`config.mk`:
```
export PLATFORM = sky130hd
export DESIGN_NAME = hbr_bridge_regs
export DESIGN_NICKNAME = d
export VERILOG_FILES = /design/src/rtl/hbr_pkg.sv /design/src/rtl/hbr_drive_if.sv /design/src/rtl/hbr_half_bridge.sv /design/src/rtl/hbr_hbridge_pair.sv /design/src/rtl/hbr_bridge_regs.sv
export SDC_FILE = /design/constraint.sdc
export NUM_CORES = 1
export LEC_CHECK = 0
export ABC_AREA = 1
export BUFFER_PORTS_ARGS = -buffer_cell sky130_fd_sc_hd__buf_2
export CORE_MARGIN = 2
export CORE_UTILIZATION = 53
export CTS_CLUSTER_DIAMETER = 50
export DETAILED_ROUTE_END_ITERATION = 16
export PLACE_DENSITY = 0.76
export SLEW_MARGIN = 20
export SYNTH_ARGS = -nofsm -noshare
export SYNTH_HDL_FRONTEND = slang
export SYNTH_SLANG_ARGS = --single-unit
```
`constraint.sdc`:
```
create_clock -name clk -period 1.6 [get_ports clk]
set_input_delay 0.32 -clock clk [delete_from_list [all_inputs] [get_ports clk]]
set_output_delay 0.32 -clock clk [all_outputs]
set_load 0.01 [all_outputs]
```
`src/rtl/hbr_pkg.sv`:
```
// shared constants and types for the bridge output and pwm map registers
`default_nettype none

package hbr_pkg;

	// register bus widths
	localparam int ADDR_W = 8;
	localparam int DATA_W = 8;
	localparam int NUM_BRIDGES = 4;
	localparam int NUM_PINS = 4;
	localparam int FIELD_W = 2;

	// register offsets
	localparam logic [ADDR_W-1:0] OFS_BRIDGE_OUTPUT_STATE = 8'h09;
	localparam logic [ADDR_W-1:0] OFS_HBRIDGE_SOFT_INPUTS = 8'h0A;
	localparam logic [ADDR_W-1:0] OFS_PWM_SOURCE_MAP = 8'h0B;

	// reset values
	localparam logic [DATA_W-1:0] RST_BRIDGE_OUTPUT_STATE = 8'h00;
	localparam logic [DATA_W-1:0] RST_HBRIDGE_SOFT_INPUTS = 8'h00;
	localparam logic [DATA_W-1:0] RST_PWM_SOURCE_MAP = 8'h05;

	// writable bits of the soft input register, bits 4 and 0 stay zero
	localparam logic [DATA_W-1:0] SOFT_WRITE_MASK = 8'hEE;

	// soft input register field positions
	localparam int SOFT_IN_ONE_BIT = 7;
	localparam int SOFT_IN_TWO_BIT = 6;
	localparam int PAIR_A_FLOAT_BIT = 5;
	localparam int SOFT_IN_THREE_BIT = 3;
	localparam int SOFT_IN_FOUR_BIT = 2;
	localparam int PAIR_B_FLOAT_BIT = 1;

	// lsb of the two-bit field of bridge 1..4 (index 0..3) in state and map registers
	localparam int BRIDGE_FIELD_LSB [NUM_BRIDGES] = '{6, 4, 2, 0};

	// bridge control mode, held in a neighbouring register
	typedef enum logic [1:0] {
		MODE_INDEPENDENT = 2'h0,
		MODE_PHASE_ENABLE = 2'h1,
		MODE_HBRIDGE_PWM = 2'h2,
		MODE_SOLENOID = 2'h3
	} hbr_mode_type;

	// per-bridge output state in independent mode
	typedef enum logic [1:0] {
		STATE_FLOAT = 2'h0,
		STATE_LOW = 2'h1,
		STATE_HIGH = 2'h2,
		STATE_PWM = 2'h3
	} hbr_state_type;

endpackage

`default_nettype wire

```
`src/rtl/hbr_drive_if.sv`:
```
// gate drive request of one half-bridge between the decoders and the top
`default_nettype none

interface hbr_drive_if;
	logic highOn;
	logic lowOn;
	modport src (output highOn, output lowOn);
	modport snk (input highOn, input lowOn);
endinterface

`default_nettype wire

```
`src/rtl/hbr_half_bridge.sv`:
```
// independent-mode decoder for one half-bridge
`default_nettype none

module hbr_half_bridge (
	input wire hbr_pkg::hbr_state_type state,
	input wire logic [hbr_pkg::NUM_PINS-1:0] pwmPins,
	input wire logic [hbr_pkg::FIELD_W-1:0] pwmSrc,
	input wire logic driveSide,
	input wire logic freewheel,
	hbr_drive_if.src drv
);
	import hbr_pkg::*;

	// selected pwm input and the switch it drives
	wire pwmLevel = pwmPins[pwmSrc];
	wire pwmOnHigh = driveSide ? (!freewheel && !pwmLevel) : pwmLevel;
	wire pwmOnLow = driveSide ? pwmLevel : (!freewheel && !pwmLevel);

	// state decode; float keeps both gates pulled down
	assign drv.highOn = (state == STATE_HIGH) || ((state == STATE_PWM) && pwmOnHigh);
	assign drv.lowOn = (state == STATE_LOW) || ((state == STATE_PWM) && pwmOnLow);

endmodule

`default_nettype wire

```
`src/rtl/hbr_hbridge_pair.sv`:
```
// h-bridge decoder for one pair of half-bridges
`default_nettype none

module hbr_hbridge_pair (
	input wire hbr_pkg::hbr_mode_type mode,
	input wire logic sigOne,
	input wire logic sigTwo,
	input wire logic floatReq,
	input wire logic freewheelHigh,
	hbr_drive_if.src first,
	hbr_drive_if.src second
);
	import hbr_pkg::*;

	// brake on the side chosen by the pair freewheel bit
	wire brakeHigh = freewheelHigh;
	wire brakeLow = !freewheelHigh;
	wire pe = (mode == MODE_PHASE_ENABLE);
	wire pw = (mode == MODE_HBRIDGE_PWM);
	wire so = (mode == MODE_SOLENOID);

	// phase/enable: enable low brakes, phase picks the direction
	wire peAHigh = sigOne ? sigTwo : brakeHigh;
	wire peALow = sigOne ? !sigTwo : brakeLow;
	wire peBHigh = sigOne ? !sigTwo : brakeHigh;
	wire peBLow = sigOne ? sigTwo : brakeLow;

	// pwm mode: 00 coasts, 01 and 10 drive, 11 brakes
	wire pwAHigh = (sigOne && !sigTwo) || (sigOne && sigTwo && brakeHigh);
	wire pwALow = (!sigOne && sigTwo) || (sigOne && sigTwo && brakeLow);
	wire pwBHigh = (!sigOne && sigTwo) || (sigOne && sigTwo && brakeHigh);
	wire pwBLow = (sigOne && !sigTwo) || (sigOne && sigTwo && brakeLow);

	// float request overrides every mode
	assign first.highOn = !floatReq && ((pe && peAHigh) || (pw && pwAHigh) || (so && sigOne));
	assign first.lowOn = !floatReq && ((pe && peALow) || (pw && pwALow));
	assign second.highOn = !floatReq && ((pe && peBHigh) || (pw && pwBHigh));
	assign second.lowOn = !floatReq && ((pe && peBLow) || (pw && pwBLow) || (so && sigTwo));

endmodule

`default_nettype wire

```
`src/rtl/hbr_bridge_regs.sv`:
```
// bridge output state, h-bridge soft input and pwm map registers with gate decode
// Behaviour
// bridge 1 bits 7-6: 00 float, 01 low on, 10 high on, 11 pwm.
// bridges 2,3,4 use bits 5-4, 3-2, 1-0 with the same decode.
// state register drives the gates only in independent mode 00.
// state 11 drives bridge from its mapped pwm with drive side and freewheel.
// state register at offset 9h, reset 0h, all bridges floating.
// soft input register drives both pairs only in modes 01, 10, 11.
// bit 7 soft input one/enable, bit 6 soft input two/phase, when selected.
// bit 3 soft input three/enable, bit 2 soft input four/phase, when selected.
// bit 5 set floats bridges 1 and 2, clear lets them follow inputs.
// bit 1 set floats bridges 3 and 4, clear lets them follow inputs.
// soft input register at offset Ah, reset 0h, bits 4 and 0 read zero.
// pwm map picks each bridge's pwm input, independent mode only.
// bridge 1 map bits 7-6: 00 input one up to 11 input four.
// bridge 2 map bits 5-4, same encoding, reset 00.
// bridges 3 and 4 map bits 3-2 and 1-0, reset 01.
// pwm map register at offset Bh, reset 5h.
// mode 00 independent, 01 phase/enable, 10 h-bridge pwm, 11 solenoid.
// each h-bridge input comes from its pin at select 0, soft bit at 1.
// drive side 0 pwm drives high switch, 1 drives low switch.
// freewheel 0 drives inverted pwm on opposite switch, 1 leaves it off.
// fields of an inactive mode keep their values and do not steer gates.
//
// Chosen here: the address-and-strobe port.
`default_nettype none

module hbr_bridge_regs (
	input wire logic clk,
	input wire logic resetn,
	input wire logic [hbr_pkg::ADDR_W-1:0] regAddr,
	input wire logic [hbr_pkg::DATA_W-1:0] regWdata,
	input wire logic regWr,
	input wire logic regRd,
	output logic [hbr_pkg::DATA_W-1:0] regRdata,
	input wire logic [1:0] bridgeCtrlMode,
	input wire logic [3:0] inputSourceSel,
	input wire logic [hbr_pkg::NUM_BRIDGES-1:0] bridgeDriveSide,
	input wire logic [hbr_pkg::NUM_BRIDGES-1:0] bridgeFreewheel,
	input wire logic [1:0] pairFreewheelHigh,
	input wire logic pwmPinOne,
	input wire logic pwmPinTwo,
	input wire logic pwmPinThree,
	input wire logic pwmPinFour,
	output logic [hbr_pkg::NUM_BRIDGES-1:0] highGateOut,
	output logic [hbr_pkg::NUM_BRIDGES-1:0] lowGateOut
);
	import hbr_pkg::*;

	// stored registers
	logic [DATA_W-1:0] bridgeOutputState_q;
	logic [DATA_W-1:0] hbridgeSoftInputs_q;
	logic [DATA_W-1:0] pwmSourceMap_q;
	logic [DATA_W-1:0] regRdata_q;
	logic [DATA_W-1:0] regRdata_d;
	logic [NUM_BRIDGES-1:0] highGate_q;
	logic [NUM_BRIDGES-1:0] lowGate_q;
	logic [NUM_BRIDGES-1:0] highGate_d;
	logic [NUM_BRIDGES-1:0] lowGate_d;

	// address decode
	wire hitState = (regAddr == OFS_BRIDGE_OUTPUT_STATE);
	wire hitSoft = (regAddr == OFS_HBRIDGE_SOFT_INPUTS);
	wire hitMap = (regAddr == OFS_PWM_SOURCE_MAP);
	wire wrState = regWr && hitState;
	wire wrSoft = regWr && hitSoft;
	wire wrMap = regWr && hitMap;

	// register writes; each register only moves on its own write strobe
	always_ff @(posedge clk or negedge resetn) begin
		if (!resetn) begin
			bridgeOutputState_q <= RST_BRIDGE_OUTPUT_STATE;
			hbridgeSoftInputs_q <= RST_HBRIDGE_SOFT_INPUTS;
			pwmSourceMap_q <= RST_PWM_SOURCE_MAP;
		end else begin
			if (wrState) begin
				bridgeOutputState_q <= regWdata;
			end
			if (wrSoft) begin
				hbridgeSoftInputs_q <= regWdata & SOFT_WRITE_MASK;
			end
			if (wrMap) begin
				pwmSourceMap_q <= regWdata;
			end
		end
	end

	// read mux; unmapped offsets and idle cycles answer zero
	always_comb begin
		regRdata_d = '0;
		if (regRd && hitState) begin
			regRdata_d = bridgeOutputState_q;
		end else if (regRd && hitSoft) begin
			regRdata_d = hbridgeSoftInputs_q;
		end else if (regRd && hitMap) begin
			regRdata_d = pwmSourceMap_q;
		end
	end

	// read data stands only in the cycle after the strobe
	always_ff @(posedge clk or negedge resetn) begin
		if (!resetn) begin
			regRdata_q <= '0;
		end else begin
			regRdata_q <= regRdata_d;
		end
	end

	assign regRdata = regRdata_q;

	// mode decode
	hbr_mode_type mode;
	assign mode = hbr_mode_type'(bridgeCtrlMode);
	wire indepMode = (mode == MODE_INDEPENDENT);

	// pins and soft bits in input order one..four
	wire [NUM_PINS-1:0] pinVec = {pwmPinFour, pwmPinThree, pwmPinTwo, pwmPinOne};
	wire [3:0] softVec = {
		hbridgeSoftInputs_q[SOFT_IN_FOUR_BIT],
		hbridgeSoftInputs_q[SOFT_IN_THREE_BIT],
		hbridgeSoftInputs_q[SOFT_IN_TWO_BIT],
		hbridgeSoftInputs_q[SOFT_IN_ONE_BIT]
	};

	// pin or soft bit per h-bridge input
	wire [3:0] hbInput = (inputSourceSel & softVec) | (~inputSourceSel & pinVec);

	// per-bridge independent decode
	hbr_drive_if indepDrv [NUM_BRIDGES] ();
	hbr_drive_if pairDrv [NUM_BRIDGES] ();

	for (genvar b = 0; b < NUM_BRIDGES; b++) begin : g_bridge
		wire [FIELD_W-1:0] stateField = bridgeOutputState_q[BRIDGE_FIELD_LSB[b] +: FIELD_W];
		wire [FIELD_W-1:0] mapField = pwmSourceMap_q[BRIDGE_FIELD_LSB[b] +: FIELD_W];
		hbr_half_bridge u_half (
			.state(hbr_state_type'(stateField)),
			.pwmPins(pinVec),
			.pwmSrc(mapField),
			.driveSide(bridgeDriveSide[b]),
			.freewheel(bridgeFreewheel[b]),
			.drv(indepDrv[b])
		);
	end

	// pair decode for bridges 1/2 and 3/4
	hbr_hbridge_pair u_pair_a (
		.mode(mode),
		.sigOne(hbInput[0]),
		.sigTwo(hbInput[1]),
		.floatReq(hbridgeSoftInputs_q[PAIR_A_FLOAT_BIT]),
		.freewheelHigh(pairFreewheelHigh[0]),
		.first(pairDrv[0]),
		.second(pairDrv[1])
	);

	hbr_hbridge_pair u_pair_b (
		.mode(mode),
		.sigOne(hbInput[2]),
		.sigTwo(hbInput[3]),
		.floatReq(hbridgeSoftInputs_q[PAIR_B_FLOAT_BIT]),
		.freewheelHigh(pairFreewheelHigh[1]),
		.first(pairDrv[2]),
		.second(pairDrv[3])
	);

	// gate selection by mode; the other mode's fields are ignored, not cleared
	for (genvar b = 0; b < NUM_BRIDGES; b++) begin : g_sel
		assign highGate_d[b] = indepMode ? indepDrv[b].highOn : pairDrv[b].highOn;
		assign lowGate_d[b] = indepMode ? indepDrv[b].lowOn : pairDrv[b].lowOn;
	end

	// gate flops; one cycle of latency keeps glitches off the drivers
	always_ff @(posedge clk or negedge resetn) begin
		if (!resetn) begin
			highGate_q <= '0;
			lowGate_q <= '0;
		end else begin
			highGate_q <= highGate_d;
			lowGate_q <= lowGate_d;
		end
	end

	assign highGateOut = highGate_q;
	assign lowGateOut = lowGate_q;

	// helper values for the checks below
	wire [FIELD_W-1:0] chkState1 = bridgeOutputState_q[7:6];
	wire [FIELD_W-1:0] chkState4 = bridgeOutputState_q[1:0];
	wire chkPin1 = pinVec[pwmSourceMap_q[7:6]];
	wire chkPin4 = pinVec[pwmSourceMap_q[1:0]];
	wire [FIELD_W-1:0] chkState2 = bridgeOutputState_q[5:4];
	wire chkPin2 = pinVec[pwmSourceMap_q[5:4]];
endmodule

`default_nettype wire

```
==> impl_metrics.env <==
export IMPL_grt_start_max_net_pins=39
export IMPL_power_leakage_nw=1.49
export IMPL_grt_pass1_wl_um=9000
export IMPL_synth_compound_area_share_pct=10.2
export IMPL_num_antenna_cells=0
export IMPL_setup_tns_ns=0
export IMPL_grt_usage_pct=23.0
export IMPL_end_kind="flip-flop"
export IMPL_cp_slowest_cell="dfstp_2"
export IMPL_synth_top_family_by_area="simple AND/OR/NAND/NOR gates"
export IMPL_remaining_drc_errors=0
export IMPL_cts_path_max_buffers=2
export IMPL_synthDominantCellAreaShare_pct=39.8
export IMPL_slew_viol_final=0
export IMPL_dp_hpwl_um=4060
export IMPL_r2r_setup_slack_ns=0.29
export IMPL_cts_buffers=5
export IMPL_syn_area_sq_um=2260
export IMPL_path_buf_inv=2
export IMPL_io_pin_count=56
export IMPL_place_congestion=0.830
export IMPL_viasPerCell=5.22
export IMPL_r2r_start="pwmSourceMap_q[0]"
export IMPL_synth_mux_area_share_pct=0
export IMPL_syn_nets=362
export IMPL_synth_seq_cells=38
export IMPL_crit_top_cell="nand2_1"
export IMPL_synth_seq_area_share_pct=42.1
export IMPL_fp_coreArea_sq_um=4060
export IMPL_num_rows=23
export IMPL_synthSimpleGateAreaFrac_pct=38.4
export IMPL_cp_start_kind="flip-flop"
export IMPL_cts_hold_repair_buffers=0
export IMPL_hold_viol_final=0
export IMPL_fp_dieH_um=69.3
export IMPL_cp_arrival_ns=1.49
export IMPL_cp_max_fo=4
export IMPL_wl_um=5380
export IMPL_cts_root_buf="clkbuf_8"
export IMPL_timing_rr_end="lowGateOut[3]"
export IMPL_synthTopCellsByArea="dfrtp_1 (40%), nand2_1 (19%), nand3_1 (10%)"
export IMPL_synth_xor_area_share_pct=0
export IMPL_clk_latency_ns=0.28
export IMPL_irDropWorstVdd_v=0.000679
export IMPL_period_share_pct=82.1
export IMPL_slew_headroom_pct=66.5
export IMPL_io_buffers=55
export IMPL_layout_nets=424
export IMPL_design_die_area_sq_um=4810
export IMPL_synth_fa_ha_area_share_pct=0
export IMPL_layout_drive_gt1_share_pct=23.1
export IMPL_cts_tree="done"
export IMPL_start_util_pct=55.8
export IMPL_clk_pin_slew_ns=0.07
export IMPL_required_ns=1.77
export IMPL_synth_top_area_cell="dfrtp_1"
export IMPL_tightest_slew_ns=0.500
export IMPL_hp_class="in -> async"
export IMPL_synth_ff_type="dfrtp_1"
export IMPL_total_power_mw=2.16
export IMPL_cts_setup_buffers=0
export IMPL_post_drt_wl_per_cell_um=12.4
export IMPL_cp_slowest_stage_delay_ns=0.57
export IMPL_grt_pass1_vias=2060
export IMPL_setup_viol=0
export IMPL_cap_violations=0
export IMPL_path_class="reg -> reg"
export IMPL_status="finished, final reports clean"
export IMPL_p_per_area_nw_per_um2=794
export IMPL_min_period_ns=1.31
export IMPL_numClockSinks=38
export IMPL_syn_area_per_cell_sq_um=7.03
export IMPL_fin_util_pct=67.0
export IMPL_drt_initial_drc_count=145
export IMPL_grt_antenna_before_repair=0
export IMPL_firstDrtPassIters=5
export IMPL_yosysUniqueCellTypes=23
export IMPL_synth_common_cells="nand2_1 (115), inv_1 (47), nand3_1 (47)"
export IMPL_yosysMostFrequentCell="nand2_1"
export IMPL_async_reset_ff_share_pct=100
export IMPL_ys_warn_count=0
export IMPL_fin_skew_ns=0.00237
export IMPL_crit_family="flip-flops"
export IMPL_overflow=0
export IMPL_rsz0062_at_grt="false"
export IMPL_antenna_left=0
export IMPL_synth_edff_count=0
export IMPL_synth_cells=322
export IMPL_r2r_cells=9
export IMPL_htree_levels=2
export IMPL_area_growth_pct=20.2
export IMPL_die_w_um=69.3
export IMPL_post_cts_resized=0
export IMPL_path_cells="inv_1 > nand2_1 > nand3_1 > nand2_1 > inv_1 > nand2_1 > nand3_1 > nand2_1 > nand2_1"
export IMPL_dr_total_vias=2272
export IMPL_clock_fmax_mhz=761
## flip-flops by register name, summed over array words and instances, names as in the netlist
register / flops
hbridgeSoftInputs_q: 6
regRdata: 8
highGateOut: 4
pwmSourceMap_q: 8
bridgeOutputState_q: 8
lowGateOut: 4
## layer usage
metal / global-route usage (%) / up-vias / part of all wire, %
li1: - / 1145 / -
met1: 29.4 / 1063 / 45
met2: 40.3 / 62 / 49
met3: 4.36 / 2 / 5.7
met4: 5.23 / 0 / 0.32
met5: 0 / - / 0
## area by class of cell
cell class	count	area, sq um
inverters	48	180
clock buffers	6	72.6
well taps	50	62.6
flip-flops and latches	38	953
repair buffers	60	313
clock inverters	2	37.5
multi-input cells	231	1100
fillers	369	1340
## where the power goes
part	switching, mW	internal [mW]
Sequential	0.0372	1.00
Combinational	0.202	0.117
Clock	0.334	0.465
Total	0.573	1.58
## metrics by stage
stage / instances / setup slack (ns) / hold WS (ns) / instance area, sq um
global placement: 427 / 0.234 / 0.398 / 2610
floorplan: 322 / 0.214 / 0.0244 / 2260
detailed placement: 427 / 0.167 / 0.403 / 2610
global route: 435 / 0.156 / 0.126 / 2720
finish: 435 / 0.286 / 0.0766 / 2720
CTS: 435 / 0.306 / 0.0936 / 2720
## logic make-up after synthesis
kind of cell           after synthesis
AOI/OAI and AO/OA                   38
DFF                                 38
buffers and inverters               53
and+or+nand+nor                    193
## worst max path at each step
stage                              to  cells past startpoint                   start  slack, ns
2_1_floorplan  bridgeOutputState_q[6]                      7              regAddr[5]       0.21
3_3_place_gp   bridgeOutputState_q[3]                      7              regAddr[5]       0.23
3_5_place_dp   hbridgeSoftInputs_q[3]                      7              regAddr[0]       0.17
4_1_cts                 lowGateOut[3]                      9       pwmSourceMap_q[0]       0.31
5_1_grt                 lowGateOut[1]                      9  hbridgeSoftInputs_q[7]       0.16
6_report                lowGateOut[3]                      9       pwmSourceMap_q[0]       0.29
## worst register-to-register path, cell delays in order, from the launching register on
cell     delay [ns]
dfstp_2        0.57
inv_1          0.07
nand2_1        0.05
nand3_1        0.05
nand2_1        0.11
inv_1          0.06
nand2_1        0.06
nand3_1        0.08
nand2_1        0.08
nand2_1        0.06
## cell usage in the layout (no fill, tap or decap)
cell and n:
nand2_1 115, buf_2 55, inv_1 47, nand3_1 47, dfrtp_1 36, o21ai_0 16, nor2_1 14, o21ai_2 8
nand4_1 6, a21oi_1 6, clkbuf_8 5, buf_4 5, o21ai_1 4, o211ai_1 4, nand2_2 3, nand2_4 2
or2_2 2, dfstp_2 2, inv_2 1, nor4_4 1, nor2_4 1, nor3_4 1, nand3_2 1, clkbuf_1 1
bufinv_16 1, clkinvlp_4 1
(Power assumes the default switching activity.)
